--- src/hdl/ndm_pkg.sv ---
// package: constants for the nibble dram module controller
package ndm_pkg;
	localparam int unsigned NDM_CLK_MHZ = 40;
	localparam int unsigned NDM_CLK_NS = 25;
	// times in their own units
	localparam int unsigned NDM_INIT_PAUSE_US = 100;
	localparam int unsigned NDM_REF_PERIOD_MS = 8;
	localparam int unsigned NDM_RAS_MIN_NS = 80;
	localparam int unsigned NDM_RP_NS = 70;
	localparam int unsigned NDM_RCD_NS = 25;
	localparam int unsigned NDM_CAS_NS = 20;
	localparam int unsigned NDM_NP_NS = 10;
	localparam int unsigned NDM_CSR_NS = 10;
	localparam int unsigned NDM_RASP_MAX_NS = 100000;
	// derived cycle counts, least times rounded up, longest rounded down
	localparam int unsigned NDM_INIT_CYC = NDM_INIT_PAUSE_US * NDM_CLK_MHZ;
	localparam int unsigned NDM_REF_CYC = NDM_REF_PERIOD_MS * 1000 * NDM_CLK_MHZ;
	localparam int unsigned NDM_RAS_CYC = (NDM_RAS_MIN_NS + NDM_CLK_NS - 1) / NDM_CLK_NS;
	localparam int unsigned NDM_RP_CYC = (NDM_RP_NS + NDM_CLK_NS - 1) / NDM_CLK_NS;
	localparam int unsigned NDM_RCD_CYC = (NDM_RCD_NS + NDM_CLK_NS - 1) / NDM_CLK_NS;
	localparam int unsigned NDM_CAS_CYC = (NDM_CAS_NS + NDM_CLK_NS - 1) / NDM_CLK_NS;
	localparam int unsigned NDM_NP_CYC = (NDM_NP_NS + NDM_CLK_NS - 1) / NDM_CLK_NS;
	localparam int unsigned NDM_CSR_CYC = (NDM_CSR_NS + NDM_CLK_NS - 1) / NDM_CLK_NS;
	localparam int unsigned NDM_RASP_CYC = NDM_RASP_MAX_NS / NDM_CLK_NS;
	// array organisation
	localparam int unsigned NDM_ADDR_W = 10;
	localparam int unsigned NDM_WORD_AW = 20;
	localparam int unsigned NDM_BYTE_W = 8;
	localparam int unsigned NDM_NIB_MAX = 4;
	localparam int unsigned NDM_INIT_RAS = 8;
	localparam int unsigned NDM_REF_ROWS = 512;
	localparam int unsigned NDM_ROW_POS = 10;
	// sequencer states, codes gray in the listed order but not along every transition
	typedef enum logic [3:0] {
		NDM_S_PAUSE = 4'h0,
		NDM_S_WAKE = 4'h1,
		NDM_S_IDLE = 4'h3,
		NDM_S_ROW = 4'h2,
		NDM_S_CLO = 4'h6,
		NDM_S_CHI = 4'h7,
		NDM_S_RUP = 4'h5,
		NDM_S_PRE = 4'h4,
		NDM_S_CBR = 4'hc,
		NDM_S_CBRR = 4'hd
	} ndm_state_t;
endpackage : ndm_pkg

--- src/hdl/ndm_timer.sv ---
// file: down counter used for every strobe wait; the pause and refresh interval run on the refresh counter
`timescale 1ns/1ps
module ndm_timer #(
	parameter int unsigned W = 24
) (
	input wire logic i_mclk,
	input wire logic i_rst,
	input wire logic i_load,
	input wire logic [W-1:0] i_count,
	output logic o_done
);
	logic [W-1:0] cnt_q;
	logic [W-1:0] cnt_d;
	assign cnt_d = i_load ? i_count :
		(cnt_q != '0) ? cnt_q - W'(1) : cnt_q;
	assign o_done = (cnt_q == '0);
	always_ff @(posedge i_mclk) begin
		if (i_rst) cnt_q <= '0;
		else cnt_q <= cnt_d;
	end
endmodule : ndm_timer

--- src/hdl/ndm_ctrl.sv ---
// file: controller that drives the nibble dram module pins
`timescale 1ns/1ps
// Operation
// - after power-up wait the pause, then eight row strobes before access
// - first bit from external address; more bits by toggling column strobe
// - refresh all 512 rows of the low nine bits in each period
// - refresh by column-before-row cycles issued from a timer
module ndm_ctrl
	import ndm_pkg::*;
#(
	parameter int unsigned INIT_CYC = NDM_INIT_CYC,
	parameter int unsigned REF_CYC = NDM_REF_CYC,
	parameter int unsigned RASP_CYC = NDM_RASP_CYC
) (
	input wire logic i_mclk,
	input wire logic i_rst,
	input wire logic i_req,
	input wire logic i_rd,
	input wire logic i_wr,
	input wire logic [NDM_WORD_AW-1:0] i_addr,
	input wire logic [2:0] i_len_m1,
	input wire logic [NDM_BYTE_W:0] i_wdata,
	output logic o_ready,
	output logic o_init_done,
	output logic o_wdata_take,
	output logic o_rvalid,
	output logic [NDM_BYTE_W:0] o_rdata,
	output logic [1:0] o_nib_idx,
	output logic o_ras_n,
	output logic o_cas_n,
	output logic o_parity_lane_column_strobe_n,
	output logic o_we_n,
	output logic [NDM_ADDR_W-1:0] o_addr,
	output logic [NDM_BYTE_W-1:0] o_shared_byte_lines_out,
	output logic o_shared_byte_lines_oe,
	input wire logic [NDM_BYTE_W-1:0] i_shared_byte_lines,
	output logic o_parity_din,
	input wire logic i_parity_dout
);
	localparam int unsigned TW = 24;
	ndm_state_t st_q, st_d;
	logic [3:0] ras_cnt_q;
	logic [1:0] left_q;
	logic [1:0] idx_q;
	logic rd_q, wr_q, rd_smp_q;
	logic early_wr, late_wr;
	logic [NDM_WORD_AW-1:0] addr_q;
	logic ref_pend_q;
	logic [TW-1:0] ref_cnt_q;
	logic [TW-1:0] rasp_q;
	logic [NDM_BYTE_W:0] sync1_q, sync2_q;
	logic t_load, t_done;
	logic [TW-1:0] t_count;
	logic ref_tick;
	logic rasp_out;
	logic start;
	logic [NDM_BYTE_W:0] rmw_data;
	// spread refreshes evenly: one row per period slice
	assign ref_tick = (ref_cnt_q == '0);
	assign rasp_out = (rasp_q >= TW'(RASP_CYC - NDM_CAS_CYC - NDM_NP_CYC));
	assign start = (st_q == NDM_S_IDLE) && i_req && !ref_pend_q;
	assign rmw_data = i_wdata;
	assign early_wr = wr_q && !rd_q &&
		(st_d inside {NDM_S_ROW, NDM_S_CLO, NDM_S_CHI});
	// read-modify-write: write edge in the second low cycle, data sampled
	// byte lines contend with the module here; only the ninth lane is clean
	assign late_wr = wr_q && rd_q && st_q == NDM_S_CLO && !t_done;
	ndm_timer #(.W(TW)) u_tmr (
		.i_mclk(i_mclk),
		.i_rst(i_rst),
		.i_load(t_load),
		.i_count(t_count),
		.o_done(t_done)
	);
	always_comb begin
		st_d = st_q;
		t_load = 1'b0;
		t_count = '0;
		case (st_q)
			NDM_S_PAUSE: begin
				// refresh counter is loaded with the pause at reset and times it
				if (ref_tick) begin
					st_d = NDM_S_WAKE;
					t_load = 1'b1;
					t_count = TW'(NDM_RAS_CYC);
				end
			end
			NDM_S_WAKE: begin
				if (t_done) begin
					st_d = NDM_S_PRE;
					t_load = 1'b1;
					t_count = TW'(NDM_RP_CYC);
				end
			end
			NDM_S_IDLE: begin
				if (ref_pend_q) begin
					st_d = NDM_S_CBR;
					t_load = 1'b1;
					t_count = TW'(NDM_CSR_CYC);
				end else if (i_req) begin
					st_d = NDM_S_ROW;
					t_load = 1'b1;
					t_count = TW'(NDM_RCD_CYC);
				end
			end
			NDM_S_ROW: begin
				if (t_done) begin
					st_d = NDM_S_CLO;
					t_load = 1'b1;
					t_count = TW'(NDM_CAS_CYC);
				end
			end
			NDM_S_CLO: begin
				if (t_done) begin
					t_load = 1'b1;
					// stop early rather than overrun the pulse limit
					if (left_q == 2'h0 || rasp_out) begin
						st_d = NDM_S_RUP;
						t_count = TW'(NDM_RAS_CYC);
					end else begin
						st_d = NDM_S_CHI;
						t_count = TW'(NDM_NP_CYC);
					end
				end
			end
			NDM_S_CHI: begin
				if (t_done) begin
					st_d = NDM_S_CLO;
					t_load = 1'b1;
					t_count = TW'(NDM_CAS_CYC);
				end
			end
			NDM_S_RUP: begin
				if (t_done) begin
					st_d = NDM_S_PRE;
					t_load = 1'b1;
					t_count = TW'(NDM_RP_CYC);
				end
			end
			NDM_S_PRE: begin
				if (t_done) begin
					st_d = (ras_cnt_q < 4'(NDM_INIT_RAS)) ?
						NDM_S_WAKE : NDM_S_IDLE;
					t_load = (ras_cnt_q < 4'(NDM_INIT_RAS));
					t_count = TW'(NDM_RAS_CYC);
				end
			end
			NDM_S_CBR: begin
				if (t_done) begin
					st_d = NDM_S_CBRR;
					t_load = 1'b1;
					t_count = TW'(NDM_RAS_CYC);
				end
			end
			NDM_S_CBRR: begin
				if (t_done) begin
					st_d = NDM_S_PRE;
					t_load = 1'b1;
					t_count = TW'(NDM_RP_CYC);
				end
			end
			default: st_d = NDM_S_PAUSE;
		endcase
	end
	always_ff @(posedge i_mclk) begin
		if (i_rst) begin
			sync1_q <= '0;
			sync2_q <= '0;
		end else begin
			sync1_q <= {i_parity_dout, i_shared_byte_lines};
			sync2_q <= sync1_q;
		end
	end
	always_ff @(posedge i_mclk) begin
		if (i_rst) begin
			st_q <= NDM_S_PAUSE;
			ras_cnt_q <= '0;
			ref_cnt_q <= TW'(INIT_CYC);
			ref_pend_q <= 1'b0;
			rasp_q <= '0;
			left_q <= '0;
			idx_q <= '0;
			rd_q <= 1'b0;
			rd_smp_q <= 1'b0;
			wr_q <= 1'b0;
			addr_q <= '0;
		end else begin
			st_q <= st_d;
			if (st_q == NDM_S_WAKE && t_done)
				ras_cnt_q <= ras_cnt_q + 4'h1;
			ref_cnt_q <= ref_tick ? TW'(REF_CYC / NDM_REF_ROWS - 1) :
				ref_cnt_q - TW'(1);
			// the tick wins over the clear when both meet
			if (ref_tick && o_init_done)
				ref_pend_q <= 1'b1;
			else if (st_q == NDM_S_CBRR && t_done)
				ref_pend_q <= 1'b0;
			rasp_q <= (st_q == NDM_S_IDLE) ? '0 : rasp_q + TW'(1);
			rd_smp_q <= rd_q && st_q == NDM_S_CLO && t_done;
			if (start) begin
				left_q <= i_len_m1[1:0] | {2{i_len_m1[2]}};
				idx_q <= {i_addr[NDM_ADDR_W-1], i_addr[NDM_WORD_AW-1]};
				rd_q <= i_rd;
				wr_q <= i_wr;
				addr_q <= i_addr;
			end else if (st_q == NDM_S_CLO && t_done && st_d == NDM_S_CHI) begin
				left_q <= left_q - 2'h1;
			end else if (st_q == NDM_S_CHI && t_done) begin
				// {column, row} top bits: row counts first, wraps after four
				idx_q <= idx_q + 2'h1;
			end
		end
	end
	// output flops
	always_ff @(posedge i_mclk) begin
		if (i_rst) begin
			o_ras_n <= 1'b1;
			o_cas_n <= 1'b1;
			o_parity_lane_column_strobe_n <= 1'b1;
			o_we_n <= 1'b1;
			o_addr <= '0;
			o_shared_byte_lines_out <= '0;
			o_shared_byte_lines_oe <= 1'b0;
			o_parity_din <= 1'b0;
			o_ready <= 1'b0;
			o_init_done <= 1'b0;
			o_wdata_take <= 1'b0;
			o_rvalid <= 1'b0;
			o_rdata <= '0;
			o_nib_idx <= '0;
		end else begin
			o_ras_n <= !(st_d == NDM_S_WAKE || st_d == NDM_S_ROW ||
				st_d == NDM_S_CLO || st_d == NDM_S_CHI ||
				st_d == NDM_S_RUP || st_d == NDM_S_CBRR);
			// both strobes move together so all nine lanes burst
			o_cas_n <= !(st_d == NDM_S_CLO || st_d == NDM_S_CBR ||
				st_d == NDM_S_CBRR);
			o_parity_lane_column_strobe_n <= !(st_d == NDM_S_CLO ||
				st_d == NDM_S_CBR || st_d == NDM_S_CBRR);
			if (start)
				o_addr <= i_addr[NDM_WORD_AW-1:NDM_ROW_POS];
			else if (st_q == NDM_S_ROW)
				o_addr <= addr_q[NDM_ADDR_W-1:0];
			o_we_n <= !(early_wr || late_wr);
			o_shared_byte_lines_oe <= early_wr || late_wr;
			if (start || (st_q == NDM_S_CHI && t_done)) begin
				o_shared_byte_lines_out <= i_wdata[NDM_BYTE_W-1:0];
				o_parity_din <= rmw_data[NDM_BYTE_W];
			end
			o_wdata_take <= start || (st_q == NDM_S_CHI && t_done);
			// one cycle after the low phase: the sync stages lag by two
			o_rvalid <= rd_smp_q;
			o_rdata <= sync2_q;
			o_nib_idx <= idx_q;
			o_init_done <= o_init_done || (ras_cnt_q >= 4'(NDM_INIT_RAS));
			// a tick landing now must drop ready, or a request is lost
			o_ready <= (st_d == NDM_S_IDLE) && !ref_pend_q &&
				!(ref_tick && o_init_done) && !start;
		end
	end
endmodule : ndm_ctrl

--- config.mk ---
export PLATFORM = sky130hd
export DESIGN_NAME = ndm_ctrl
export DESIGN_NICKNAME = d
export VERILOG_FILES = /design/src/hdl/ndm_pkg.sv /design/src/hdl/ndm_timer.sv /design/src/hdl/ndm_ctrl.sv
export SDC_FILE = /design/constraint.sdc
export NUM_CORES = 1
export LEC_CHECK = 0
export BUFFER_PORTS_ARGS = -buffer_cell sky130_fd_sc_hd__buf_2
export CELL_PAD_IN_SITES_DETAIL_PLACEMENT = 0
export CELL_PAD_IN_SITES_GLOBAL_PLACEMENT = 1
export CORE_UTILIZATION = 47
export CTS_CLUSTER_DIAMETER = 120
export DETAILED_ROUTE_END_ITERATION = 10
export PLACE_DENSITY_LB_ADDON = 0.25
export SLEW_MARGIN = 30
export SYNTH_ARGS = -nofsm -noshare
export SYNTH_HDL_FRONTEND = slang
export SYNTH_HIERARCHICAL = 1
export SYNTH_SLANG_ARGS = --single-unit
--- constraint.sdc ---
create_clock -name i_mclk -period 9.7 [get_ports i_mclk]
set_input_delay 0.485 -clock i_mclk [delete_from_list [all_inputs] [get_ports i_mclk]]
set_output_delay 0.485 -clock i_mclk [all_outputs]
set_load 0.005 [all_outputs]
### Word level (Yosys, flattened, before mapping)

Cells that the tools add are included.
Widths: inputs -> output; s select.

* logic and storage cells: 149
* output and inout port bits: 39
* bits of input ports: 46
* bits in registers: 154

* reductions and logical operators: 55
* $add $sub $neg: 6
* bitwise logic cells: 1
* equal/unequal tests: 18
* magnitude comparators: 3
* multiplexer cells: 38

Operators with widths (count)
* $logic_not 24->1: 2
* $mux 24: 2
* $sub 24x1->24 const B: 2
* $mux 4: 8
* $eq 4x3->1 const B: 7
* $pmux 4 s7: 1
* $add 24x1->24 const B: 1
* $ge 24x12->1 const B: 1
* $reduce_bool 24->1: 1
* $mux 10: 2
* $logic_and 1x1->1: 18
* $pmux 3 s6: 1
* $eq 4x2->1 const B: 4
* $eq 4x4->1 const B: 4
* $mux 2: 8
* $mux 12: 1
* $mux 3: 4
* $logic_or 1x1->1: 11
* $mux 1: 10
* $reduce_bool 2->1: 5
* $eq 4x1->1 const B: 2
* $logic_not 1->1: 8
* $reduce_or 2->1: 4
* $reduce_or 7->1: 1
* other kinds (13): 13

### Longest topological paths before layout

Gate-level depths: netlist of the first run.

* depth after elaboration: 12
* depth in mapped cells: 13
* depth with buffers taken out: 10

### Cells and area by module

The synthesis of the first run kept the hierarchy.

By module, submodules not included
* ndm_ctrl: times used 1, cells an instance 581, sequential area each 2602.5 um^2, area each 5180.0 um^2
* ndm_timer: times used 1, cells an instance 161, sequential area each 480.5 um^2, area each 1310.0 um^2

### Least setup slack after synthesis of the first run

OpenSTA, ideal clock, no wires.

* path kind: register to register
* start: register u_tmr.cnt_q[4]
* end: register u_tmr.cnt_q[8]
* slack: 6.626 ns
* required time: 9.605 ns
* period minus slack after synthesis: 3.074 ns
* buffers on the path: 6
* library setup time: 0.095 ns
* arrival time: 2.979 ns
* cell stages (with the launch flop): 14
* path through: dfxtp_1 or4_1 buf_2 and4bb_1 and3_1 buf_4 buf_6 clkbuf_1 nand4_1 nand3_1 clkbuf_1 clkbuf_1 nor2_1 a221oi_1

* cells in the longest elaborated chain, start to end: 4
* elaborated cells on any way between the ends: 9
* classes of those cells: 1 x add/sub; 5 x mux; 3 x reduce/logical

RTL lines
* from (decl): line ndm_timer.sv:12 `logic [W-1:0] cnt_q;`
* from (signal assigned): line ndm_timer.sv:19 `else cnt_q <= cnt_d;`
* $logic_not 24->1 *: line ndm_timer.sv:16 `assign o_done = (cnt_q == '0);`
* net t_done: line ndm_ctrl.sv:52 `logic t_load, t_done;`
* $mux 1, on equally long branches
* $pmux 1 s4 *: line ndm_ctrl.sv:79 `case (st_q)`
* net t_load: line ndm_ctrl.sv:52
* $mux 24 or $reduce_bool 2->1 (tied branches)

The timed path passes the listed nets; every way through them passes the cells marked *. The select of a mux whose other input is x is not followed.
A chain may end at the register's enable or synchronous reset.

### Final worst setup path of the first run

* start: register ref_cnt_q[0]
* end: register u_tmr.cnt_q[0]

* cells in the longest elaborated chain, start to end: 4
* elaborated cells on any way between the ends: 5
* classes of those cells: 3 x mux; 2 x reduce/logical

RTL lines
* from (decl): line ndm_ctrl.sv:49 `logic [TW-1:0] ref_cnt_q;`
* from (signal assigned): line ndm_ctrl.sv:178 `ref_cnt_q <= TW'(INIT_CYC);`
* from (signal assigned): line ndm_ctrl.sv:191 `ref_cnt_q <= ref_tick ? TW'(REF_CYC / NDM_REF_ROWS - 1) :`
* $logic_not 24->1 *: line ndm_ctrl.sv:59 `assign ref_tick = (ref_cnt_q == '0);`
* $mux 1 *: line ndm_ctrl.sv:82 `if (ref_tick) begin`
* $pmux 1 s4 *: line ndm_ctrl.sv:79
* net t_load: line ndm_ctrl.sv:52
* $mux 24 or $reduce_bool 2->1 (tied branches)

The timed path passes the listed nets; every way through them passes the cells marked *.

==> impl_results.md, run 1 <==
- Status: finished, final reports clean
- Worst Setup Slack, final: 6.13 ns
- EDFF count, synth: 0
- Switching power: 0.537 mW
- CTS tree: built
- Worst setup path category: register to register
- Vias in the first global route: 4,950
- Busiest grt layer: met2
- RePlAce Congestion: 0.820
- Total negative slack: 0 ns
- Achievable clock frequency: 280 MHz
- CTS Root Cell: clkbuf_16
- Multiplexer area fraction after synthesis: 0.0154
- # rows: 42
- #FFs+latches synth: 154
- Die Y: 120 um
- Pre-CTS WS: 5.86 ns
- Maximum buffer depth of the clock tree: 2
- Num CTS Buffers: 17
- DRT Pass-1 Iters: 5
- Met3 Use GR: 0.0542
- Top FF cell, synth: dfxtp_1
- Compound-Gate Fraction of Synth Area: 0.107
- Post-DP HPWL: 9140 um
- Grt total ovfl: 0
- Sw Ratio: 0.286
- Clk Latency, worst-skew pair: 0.42 ns
- Area of the multi-input gates: 3280 um^2
- Int Power: 1.34 mW
- H-Tree Depth: 4
- GR met1 Demand/Resource: 0.240
- Crit end category: register
- Unrepaired setup endpoints after global routing: false
- Combinational share of power: 0.219
- Post-synthesis cell area: 6490 um^2
- Fin. Hold Viols: 0
- Req. time, crit path: 10.06 ns
- Detailed Route Iter0 Violations: 327
- Pwr Density: 242 nW/um^2
- Total GRT Usage: 0.197
- Register area: 3080 um^2
- Largest net degree at the start of global routing: 100
- XOR/XNOR Fraction of Synth Area: 0.0837
- Rel. slew slack: 0.430
- DR DRC count: 0
- Mean Syn Cell Area: 8.75 um^2
- Largest family of logic cells by synthesized area: simple AND/OR/NAND/NOR gates
- Final period util: 0.368
- Clk pwr share: 0.381
- First-pass GRT wire length: 22,800 um
- Clock skew: 0.00610 ns
- Clock slew at the register clock pins of the worst setup and hold paths: 0.06 ns
- Core ar.: 13,300 um^2
- Static leakage: 3.12 nW
- Share of layout cells above drive strength 1: 0.163
- GR Util met2: 0.333
- Hold Path Class: primary input to register
- Antenna diodes: 0
- Max-cap check violation count: 0
- P&R area growth vs syn: 19.3%
- Min Tclk post-route: 3.57 ns
- Register share of total power: 0.400
- Routed length per instance: 13.2 um
- Final #Nets: 886
- Finish-stage setup viols: 0
- Worst r2r src: ref_cnt_q[0]
- Cts repair resizes: 0
- Fin. max-slew vios: 0
- Simple-gate area share of the yosys netlist: 0.269
- Post-Synth Adder-Cell Area: 0.0154
- Routed via count: 5,178
- Synthesized instance count: 742
- Effective utilization at floorplan: 0.486
- Initial antenna violation count: 0
- # port buffers: 84
- Crit path max fanout: 21
- ANT nets after route: 0
- Final wirelength: 13,400 um
- Slew @ Worst Pin: 0.847 ns
- Sequential-to-total area share from yosys stat: 0.475
- Die W: 120 um
- Via density: 5.07
- Critical Path AT: 3.93 ns
- Post-synthesis async set-or-reset flop share: 0
- Die area: 14,300 um^2
- Max VDD drop: 0.124 mV
- Cts hold-fix bufs: 0
- I/O Pins: 85
- Post-CTS Setup Inserts: 0
- Layout fillers: 1,210
- CP Launch Point: ref_cnt_q[0]
- Synth cell types: 61
- Hold_sp: i_shared_byte_lines[5]
- Yosys Warn Count: 6
- Worst Setup Start Kind: register
- Fin util: 0.580
- Clock Sinks: 154
-- area by class of cell --
class / instances / area share
Multi-Input combinational cell: 555 / 0.423
Sequential cell: 154 / 0.398
Timing Repair Buffer: 88 / 0.0592
Clock inverter: 12 / 0.0252
Clock buffer: 20 / 0.0577
Tap cell: 176 / 0.0285
Inverter: 16 / 0.00776
-- cell usage after synthesis (all sizes together), types with 2 or more instances --
library cell | instances | area [um^2]
a211o | 2 | 17.5
a21oi | 36 | 180
a221o | 2 | 20.0
a22o | 2 | 17.5
a311oi | 11 | 96.3
a32oi | 3 | 26.3
and2 | 2 | 12.5
and3 | 6 | 37.5
buf | 5 | 38.8
clkbuf | 32 | 123
dfxtp | 154 | 3080
ha | 8 | 100
inv | 16 | 60.1
mux2i | 10 | 100
nand2 | 90 | 340
nand2b | 10 | 62.6
nand3 | 17 | 85.1
nand3b | 2 | 15.0
nand4 | 11 | 68.8
nand4b | 2 | 17.5
nor2 | 92 | 348
nor2b | 39 | 244
nor3 | 20 | 110
nor3b | 4 | 30.0
nor4 | 12 | 75.1
o211ai | 2 | 15.0
o21a | 2 | 15.0
o21ai | 32 | 160
o21bai | 5 | 37.5
o221ai | 2 | 17.5
o31ai | 3 | 22.5
or2 | 6 | 37.5
or3 | 16 | 110
or4 | 8 | 67.6
xnor2 | 31 | 272
xor2 | 31 | 272
-- state kept, by name (all words and copies together) (netlist names), 8 cells and up --
register	flops
rasp_q	24
ref_cnt_q	24
u_tmr/cnt_q	24
addr_q	10
o_addr	10
o_rdata	9
sync1_q	9
sync2_q	9
o_shared_byte_lines_out	8
-- placed cells by master (no fill, tap or decap), types with 3 or more instances in the layout --
cell type	instances
a21oi_1	36
a311oi_1	11
a32oi_1	3
and3_1	6
buf_2	84
bufinv_16	5
clkbuf_16	17
clkinv_2	4
conb_1	21
dfxtp_1	154
ha_1	8
inv_1	16
mux2i_1	10
nand2_1	89
nand2b_1	10
nand3_1	17
nand4_1	11
nor2_1	90
nor2b_1	38
nor3_1	18
nor3b_1	3
nor4_1	11
o21ai_0	29
o21ai_1	3
o21bai_1	5
o31ai_1	3
or2_2	6
or3_1	14
or4_1	6
xnor2_1	31
xor2_1	31
-- final timing paths --
check | endpoint | slack, ns | depth (start not counted)
setup reg to reg | u_tmr/cnt_q[0] | 6.13 | 8
setup / recovery | u_tmr/cnt_q[0] | 6.13 | 8
hold reg to reg | o_rdata[4] | 0.43 | 1
hold / removal | sync1_q[5] | 0.28 | 2
-- cell families after synthesis --
logic type | after synthesis
fa+ha+maj | 8
buf+inv | 53
simple gates | 345
xor+xnor | 62
flops | 154
mux | 10
other cells | 1
compound gates | 109
-- through the flow --
step	instance area [um^2]	std cells	hold WS (ns)	power (mW)
2_1_floorplan	6570	762	0.414	1.09
3_3_place_gp	7070	988	0.418	1.16
3_5_place_dp	7070	988	0.426	1.17
4_1_cts	7710	1020	0.264	1.89
5_1_grt	7740	1021	0.266	1.99
6_report	7740	1021	0.276	1.88
-- routing by layer --
layer | part of all wire | up-vias
met5 | 0 | -
met4 | 0.015 | 0
met3 | 0.038 | 21
met2 | 0.48 | 83
met1 | 0.46 | 2384
li1 | - | 2690
-- power groups by stage --
| stage | clock network, mW | logic (mW) | registers (mW) |
|---|---|---|---|
| floorplan | 0 | 0.338 | 0.749 |
| global placement | 0 | 0.400 | 0.759 |
| detailed placement | 0 | 0.407 | 0.763 |
| CTS | 0.731 | 0.411 | 0.750 |
| global route | 0.763 | 0.465 | 0.757 |
| finish | 0.715 | 0.410 | 0.750 |
-- critical path, stage by stage, from the launching register on --
cell,delay (ns)
dfxtp_1,0.33
inv_1,0.06
ha_1,0.23
or4b_4,0.51
or3b_1,0.40
or4_4,0.54
nand3_1,0.51
nor2b_2,0.69
a22o_1,0.24
(Power assumes the default switching activity.)
==> run 2: changes to the inputs <==
--- a/config.mk
+++ b/config.mk
@@ -8,7 +8,7 @@
 export BUFFER_PORTS_ARGS = -buffer_cell sky130_fd_sc_hd__buf_2
 export CELL_PAD_IN_SITES_DETAIL_PLACEMENT = 0
 export CELL_PAD_IN_SITES_GLOBAL_PLACEMENT = 1
-export CORE_UTILIZATION = 47
+export CORE_UTILIZATION = 43
 export CTS_CLUSTER_DIAMETER = 120
 export DETAILED_ROUTE_END_ITERATION = 10
 export PLACE_DENSITY_LB_ADDON = 0.25
==> constraint.sdc (replaced) <==
create_clock -name i_mclk -period 3.4 [get_ports i_mclk]
set_input_delay 0.17 -clock i_mclk [delete_from_list [all_inputs] [get_ports i_mclk]]
set_output_delay 0.17 -clock i_mclk [all_outputs]
set_load 0.005 [all_outputs]
==> impl_results.md, run 2 (synthesized netlist as in run 1, its figures left out) <==
- Status: finished, final reports clean (unchanged)
- Clock Sinks: 154 (unchanged)
- Pre-CTS WS: 0.323 ns (was 5.86 ns)
- Crit end category: register (unchanged)
- Worst Setup Slack, final: 0.409 ns (was 6.13 ns)
- Final #Nets: 921 (was 886)
- Combinational share of power: 0.233 (was 0.219)
- CTS tree: built (unchanged)
- Critical Path AT: 3.34 ns (was 3.93 ns)
- Vias in the first global route: 5,311 (was 4,950)
- Worst Setup Start Kind: register (unchanged)
- # rows: 44 (was 42)
- Max VDD drop: 0.368 mV (was 0.124 mV)
- RePlAce Congestion: 0.823 (was 0.820)
- Hold_sp: i_wdata[4] (was i_shared_byte_lines[5])
- Min Tclk post-route: 2.99 ns (was 3.57 ns)
- Share of layout cells above drive strength 1: 0.166 (was 0.163)
- Fin. max-slew vios: 0 (unchanged)
- Achievable clock frequency: 334 MHz (was 280 MHz)
- P&R area growth vs syn: 23.5% (was 19.3%)
- Unrepaired setup endpoints after global routing: false (unchanged)
- Via density: 4.99 (was 5.07)
- Die W: 125 um (was 120 um)
- Sw Ratio: 0.293 (was 0.286)
- Clk Latency, worst-skew pair: 0.41 ns (was 0.42 ns)
- CP Launch Point: u_tmr/cnt_q[4] (was ref_cnt_q[0])
- Crit path max fanout: 14 (was 21)
- Effective utilization at floorplan: 0.443 (was 0.486)
- Commonest non-fill, non-tap cell in the layout: dfxtp_1 (unchanged)
- Initial antenna violation count: 0 (unchanged)
- Static leakage: 3.25 nW (was 3.12 nW)
- Largest regs: rasp_q (24), ref_cnt_q (24), u_tmr/cnt_q (24) (unchanged)
- Routed length per instance: 13.2 um (about the same)
- Final period util: 0.880 (was 0.368)
- Fin util: 0.547 (was 0.580)
- Detailed Route Iter0 Violations: 321 (was 327)
- Largest net degree at the start of global routing: 49 (was 100)
- Reg-to-reg endpoint: o_parity_lane_column_strobe_n (was u_tmr/cnt_q[0])
- R2R depth: 9 (was 8)
- Final hold slack: 0.0138 ns (was 0.276 ns)
- Most frequent cells in the layout: dfxtp_1 (154), nor2_1 (90), nand2_1 (89) (unchanged)
- ANT nets after route: 0 (unchanged)
- Clock slew at the register clock pins of the worst setup and hold paths: 0.06 ns (about the same)
- Total negative slack: 0 ns (unchanged)
- Req. time, crit path: 3.75 ns (was 10.06 ns)
- Finish-stage setup viols: 0 (unchanged)
- Num CTS Buffers: 17 (unchanged)
- Final wirelength: 14,100 um (was 13,400 um)
- # port buffers: 84 (unchanged)
- Reg2reg setup slack: 0.41 ns (was 6.13 ns)
- H-Tree Depth: 4 (unchanged)
- Register share of total power: 0.408 (was 0.400)
- I/O Pins: 85 (unchanged)
- First-pass GRT wire length: 24,800 um (was 22,800 um)
- Worst setup path category: register to register (unchanged)
- Slew @ Worst Pin: 0.887 ns (was 0.847 ns)
- Die Y: 125 um (was 120 um)
- DR DRC count: 0 (unchanged)
- Grt total ovfl: 0 (unchanged)
- CTS Root Cell: clkbuf_16 (unchanged)
- Int Power: 3.71 mW (was 1.34 mW)
- Clock skew: 0.00908 ns (was 0.00610 ns)
- Switching power: 1.53 mW (was 0.537 mW)
- DRT Pass-1 Iters: 4 (was 5)
- Worst r2r src: u_tmr/cnt_q[4] (was ref_cnt_q[0])
- Max-cap check violation count: 0 (unchanged)
- Total GRT Usage: 0.193 (was 0.197)
- Hold Path Class: primary input to register (unchanged)
- Maximum buffer depth of the clock tree: 2 (unchanged)
- Routed via count: 5,306 (was 5,178)
- Fin. Hold Viols: 0 (unchanged)
- Rel. slew slack: 0.409 (was 0.430)
- Clk pwr share: 0.359 (was 0.381)
- Pwr Density: 654 nW/um^2 (was 242 nW/um^2)
- Antenna diodes: 0 (unchanged)
- Core ar.: 14,600 um^2 (was 13,300 um^2)
- Die area: 15,600 um^2 (was 14,300 um^2)
- Critical path endpoint: o_parity_lane_column_strobe_n (was u_tmr/cnt_q[0])
- Post-DP HPWL: 9630 um (was 9140 um)
==> run 2: cell count changes in the layout (fill, tap and decap cells not counted), sizes merged <==
| cell | change |
|---|---|
| buf | +10 |
| bufinv | -3 |
| clkbuf | +3 |
| clkinv | -2 |
| clkinvlp | +1 |
| dlygate4sd3 | +25 |
| inv | +1 |
==> run 2: timing repair <==
action	in CTS	in global routing
resized for setup	0	1
hold buffers	25	0
endpoints found under the setup margin	0	1
buffers inserted	0	0
hold endpoints to repair	25	0
==> run 2: worst min-delay path by stage <==
| stage | to | cells after the start | slack, ns |
|---|---|---|---|
| finish | o_shared_byte_lines_out[4] | 3 | 0.01 |
| global placement | sync1_q[7] | 2 | 0.38 |
| global route | o_shared_byte_lines_out[1] | 3 | 0.009 |
| CTS | o_addr[5] | 3 | 0.0001 |
| detailed placement | sync1_q[8] | 2 | 0.39 |
| floorplan | sync1_q[0] | 1 | 0.30 |
==> run 2: routing by layer <==
| metal | GRT usage | share of wire | wire length (um) | vias to the layer above |
|---|---|---|---|---|
| met4 | 0.0653 | 0.018 | 247 | 0 |
| met1 | 0.231 | 0.46 | 6430 | 2423 |
| met5 | 0 | 0 | 0 | - |
| li1 | - | - | - | 2768 |
| met2 | 0.334 | 0.48 | 6780 | 96 |
| met3 | 0.0528 | 0.043 | 607 | 19 |
==> run 2: power by group through the flow <==
stage	registers, mW	logic [mW]	clock network (mW)
6_report	2.14	1.22	1.88
5_1_grt	2.17	1.38	2.01
4_1_cts	2.14	1.22	1.94
3_5_place_dp	2.17	1.18	0
3_3_place_gp	2.17	1.17	0
2_1_floorplan	2.14	0.965	0
==> run 2: area by class of cell <==
type,count,area [um^2]
clock buffer,23,488
clock inverter,9,111
multi-input combinational,555,3260
sequential,154,3080
timing repair buffer,123,776
fill,1374,6630
inverter,16,60.1
tap,184,230
==> run 2: stage by stage <==
step                instances  instance area (um^2)  power [mW]
CTS                      1064                  8010        5.29
floorplan                 762                  6570        3.10
detailed placement       1007                  7160        3.35
finish                   1064                  8010        5.24
global route             1064                  8010        5.56
global placement         1007                  7160        3.34
==> run 2: worst max-delay path: stages (launching register included) <==
cell      delay [ns]
dfxtp_1         0.35
or4_1           0.67
and4bb_1        0.38
and3_2          0.36
nand2b_1        0.10
a32oi_1         0.19
o21ai_0         0.11
o221ai_1        0.31
nand2b_1        0.27
o32a_1          0.19
==> run 3: changes to the inputs <==
--- a/config.mk
+++ b/config.mk
@@ -11,7 +11,7 @@
 export CORE_UTILIZATION = 43
 export CTS_CLUSTER_DIAMETER = 120
 export DETAILED_ROUTE_END_ITERATION = 10
-export PLACE_DENSITY_LB_ADDON = 0.25
+export PLACE_DENSITY_LB_ADDON = 0.2
 export SLEW_MARGIN = 30
 export SYNTH_ARGS = -nofsm -noshare
 export SYNTH_HDL_FRONTEND = slang
==> impl_results.md, run 3 (synthesized netlist as in run 1, its figures left out) <==
- Hold_sp: i_addr[17] (was i_wdata[4])
- Max VDD drop: 0.398 mV (was 0.368 mV)
- Finish-stage setup viols: 0 (unchanged)
- Effective utilization at floorplan: 0.443 (unchanged)
- Crit end category: register (unchanged)
- ANT nets after route: 0 (unchanged)
- Num CTS Buffers: 17 (unchanged)
- Max-cap check violation count: 0 (unchanged)
- Min Tclk post-route: 3.02 ns (was 2.99 ns)
- Hold Path Class: primary input to register (unchanged)
- Reg-to-reg endpoint: o_ready (was o_parity_lane_column_strobe_n)
- Pwr Density: 648 nW/um^2 (was 654 nW/um^2)
- Most frequent cells in the layout: dfxtp_1 (154), nor2_1 (90), nand2_1 (89) (unchanged)
- Post-DP HPWL: 9770 um (was 9630 um)
- P&R area growth vs syn: 23.5% (about the same)
- R2R depth: 8 (was 9)
- Fin. Hold Viols: 0 (unchanged)
- Status: finished, final reports clean (unchanged)
- Hold EP: o_addr[7] (was o_shared_byte_lines_out[4])
- Total GRT Usage: 0.197 (was 0.193)
- Worst setup path category: register to register (unchanged)
- CTS tree: built (unchanged)
- Final std cells w/o fill: 1,066 (was 1,064)
- Core ar.: 14,600 um^2 (unchanged)
- Die area: 15,600 um^2 (unchanged)
- Req. time, crit path: 3.71 ns (was 3.75 ns)
- Total negative slack: 0 ns (unchanged)
- Placed cells: 1,006 (was 1,007)
- # port buffers: 84 (unchanged)
- Cts repair resizes: 0 (unchanged)
- Clk Latency, worst-skew pair: 0.42 ns (was 0.41 ns)
- DRT Pass-1 Iters: 7 (was 4)
- Reg2reg setup slack: 0.38 ns (was 0.41 ns)
- Detailed Route Iter0 Violations: 254 (was 321)
- Die W: 125 um (unchanged)
- H-Tree Depth: 4 (unchanged)
- Initial antenna violation count: 0 (unchanged)
- Final period util: 0.889 (was 0.880)
- Fin. max-slew vios: 0 (unchanged)
- Grt total ovfl: 0 (unchanged)
- RePlAce Congestion: 0.789 (was 0.823)
- Crit path max fanout: 11 (was 14)
- Commonest non-fill, non-tap cell in the layout: dfxtp_1 (unchanged)
- Vias in the first global route: 5,409 (was 5,311)
- # rows: 44 (unchanged)
- Area of the multi-input gates: 3260 um^2 (about the same)
- Clock skew: 0.0136 ns (was 0.00908 ns)
- Worst r2r src: u_tmr/cnt_q[4] (unchanged)
- DR DRC count: 0 (unchanged)
- Critical Path AT: 3.33 ns (was 3.34 ns)
- Register area: 3080 um^2 (unchanged)
- Final instance area: 8020 um^2 (was 8010 um^2)
- Int Power: 3.66 mW (was 3.71 mW)
- Rel. slew slack: 0.542 (was 0.409)
- Routed length per instance: 13.3 um (was 13.2 um)
- Post-CTS Setup Inserts: 0 (unchanged)
- Cell Area, Placed: 7150 um^2 (was 7160 um^2)
- Largest net degree at the start of global routing: 39 (was 49)
- Die Y: 125 um (unchanged)
- Switching power: 1.54 mW (was 1.53 mW)
- Sw Ratio: 0.296 (was 0.293)
- Routed via count: 5,341 (was 5,306)
- Antenna diodes: 0 (unchanged)
- Maximum buffer depth of the clock tree: 2 (unchanged)
- Clock Sinks: 154 (unchanged)
- Worst Setup Start Kind: register (unchanged)
- Combinational share of power: 0.232 (was 0.233)
- Share of layout cells above drive strength 1: 0.162 (was 0.166)
- Slew @ Worst Pin: 0.681 ns (was 0.887 ns)
- Static leakage: 3.24 nW (was 3.25 nW)
- Final wirelength: 14,200 um (was 14,100 um)
- Via density: 5.01 (was 4.99)
- Final Power: 5.19 mW (was 5.24 mW)
- Clock slew at the register clock pins of the worst setup and hold paths: 0.06 ns (about the same)
- Clk pwr share: 0.356 (was 0.359)
- Final #Nets: 923 (was 921)
- Register share of total power: 0.412 (was 0.408)
- Hold Path Depth: 3 (unchanged)
- Largest regs: rasp_q (24), ref_cnt_q (24), u_tmr/cnt_q (24) (unchanged)
- Final hold slack: 0.0178 ns (was 0.0138 ns)
- Achievable clock frequency: 331 MHz (was 334 MHz)
- CTS Root Cell: clkbuf_16 (unchanged)
- Unrepaired setup endpoints after global routing: false (unchanged)
- Layout fillers: 1,341 (was 1,374)
- I/O Pins: 85 (unchanged)
- First-pass GRT wire length: 24,700 um (was 24,800 um)
## run 3: cell count changes in the layout (fill, tap and decap cells not counted), sizes merged
cell	delta
dlygate4sd3	+3
clkinvlp	+2
buf	-1
clkbuf	-1
inv	-1
## run 3: through the flow
| step | worst slack, ns | utilization |
|---|---|---|
| 2_1_floorplan | 0.326 | - |
| 3_3_place_gp | 0.487 | 0.488 |
| 3_5_place_dp | 0.401 | 0.488 |
| 4_1_cts | 0.367 | 0.547 |
| 5_1_grt | 0.104 | 0.547 |
| 6_report | 0.378 | 0.547 |
## run 3: repair_timing
action	4_1_cts	5_1_grt
hold endpoints to repair	28	0
hold buffers	28	0
endpoints found under the setup margin	0	0
## run 3: layout make-up
| class | count | share of cell area |
|---|---|---|
| clock inverters | 10 | 0.0147 |
| inverters | 16 | 0.00749 |
| clock buffers | 22 | 0.0579 |
| well taps | 184 | 0.0287 |
| flip-flops and latches | 154 | 0.385 |
| repair buffers | 125 | 0.0996 |
| multi-input cells | 555 | 0.407 |
## run 3: how the worst max path moves through the flow
stage / startpoint / to / slack [ns]
final: u_tmr/cnt_q[4] / o_ready / 0.38
after global routing: u_tmr/cnt_q[4] / u_tmr/cnt_q[13] / 0.10
after CTS: ref_cnt_q[0] / u_tmr/cnt_q[13] / 0.37
after global placement: u_tmr/cnt_q[4] / o_parity_lane_column_strobe_n / 0.49
after floorplan: u_tmr/cnt_q[4] / u_tmr/cnt_q[8] / 0.33
after detailed placement: ref_cnt_q[0] / u_tmr/cnt_q[13] / 0.40
## run 3: power groups by stage
stage               clock network, mW  logic, mW  registers, mW
floorplan                           0      0.965           2.14
global placement                    0       1.15           2.17
detailed placement                  0       1.17           2.18
CTS                              1.90       1.21           2.14
global route                     1.99       1.37           2.17
finish                           1.85       1.20           2.14
## run 3: routing by layer
| metal | track usage | part of all wire | vias up | routed length [um] |
|---|---|---|---|---|
| met5 | 0 | 0 | - | 0 |
| met4 | 0.0832 | 0.019 | 0 | 268 |
| met3 | 0.0498 | 0.036 | 14 | 510 |
| met2 | 0.332 | 0.49 | 92 | 6920 |
| met1 | 0.237 | 0.46 | 2470 | 6520 |
| li1 | - | - | 2765 | - |
## run 3: critical path: stages, from the launching register on
cell       delay [ns]
dfxtp_1          0.34
or4_1            0.65
and4bb_1         0.38
and3_1           0.41
nand2b_1         0.13
o22a_1           0.19
o211ai_1         0.36
nand2_1          0.16
a2111oi_2        0.29
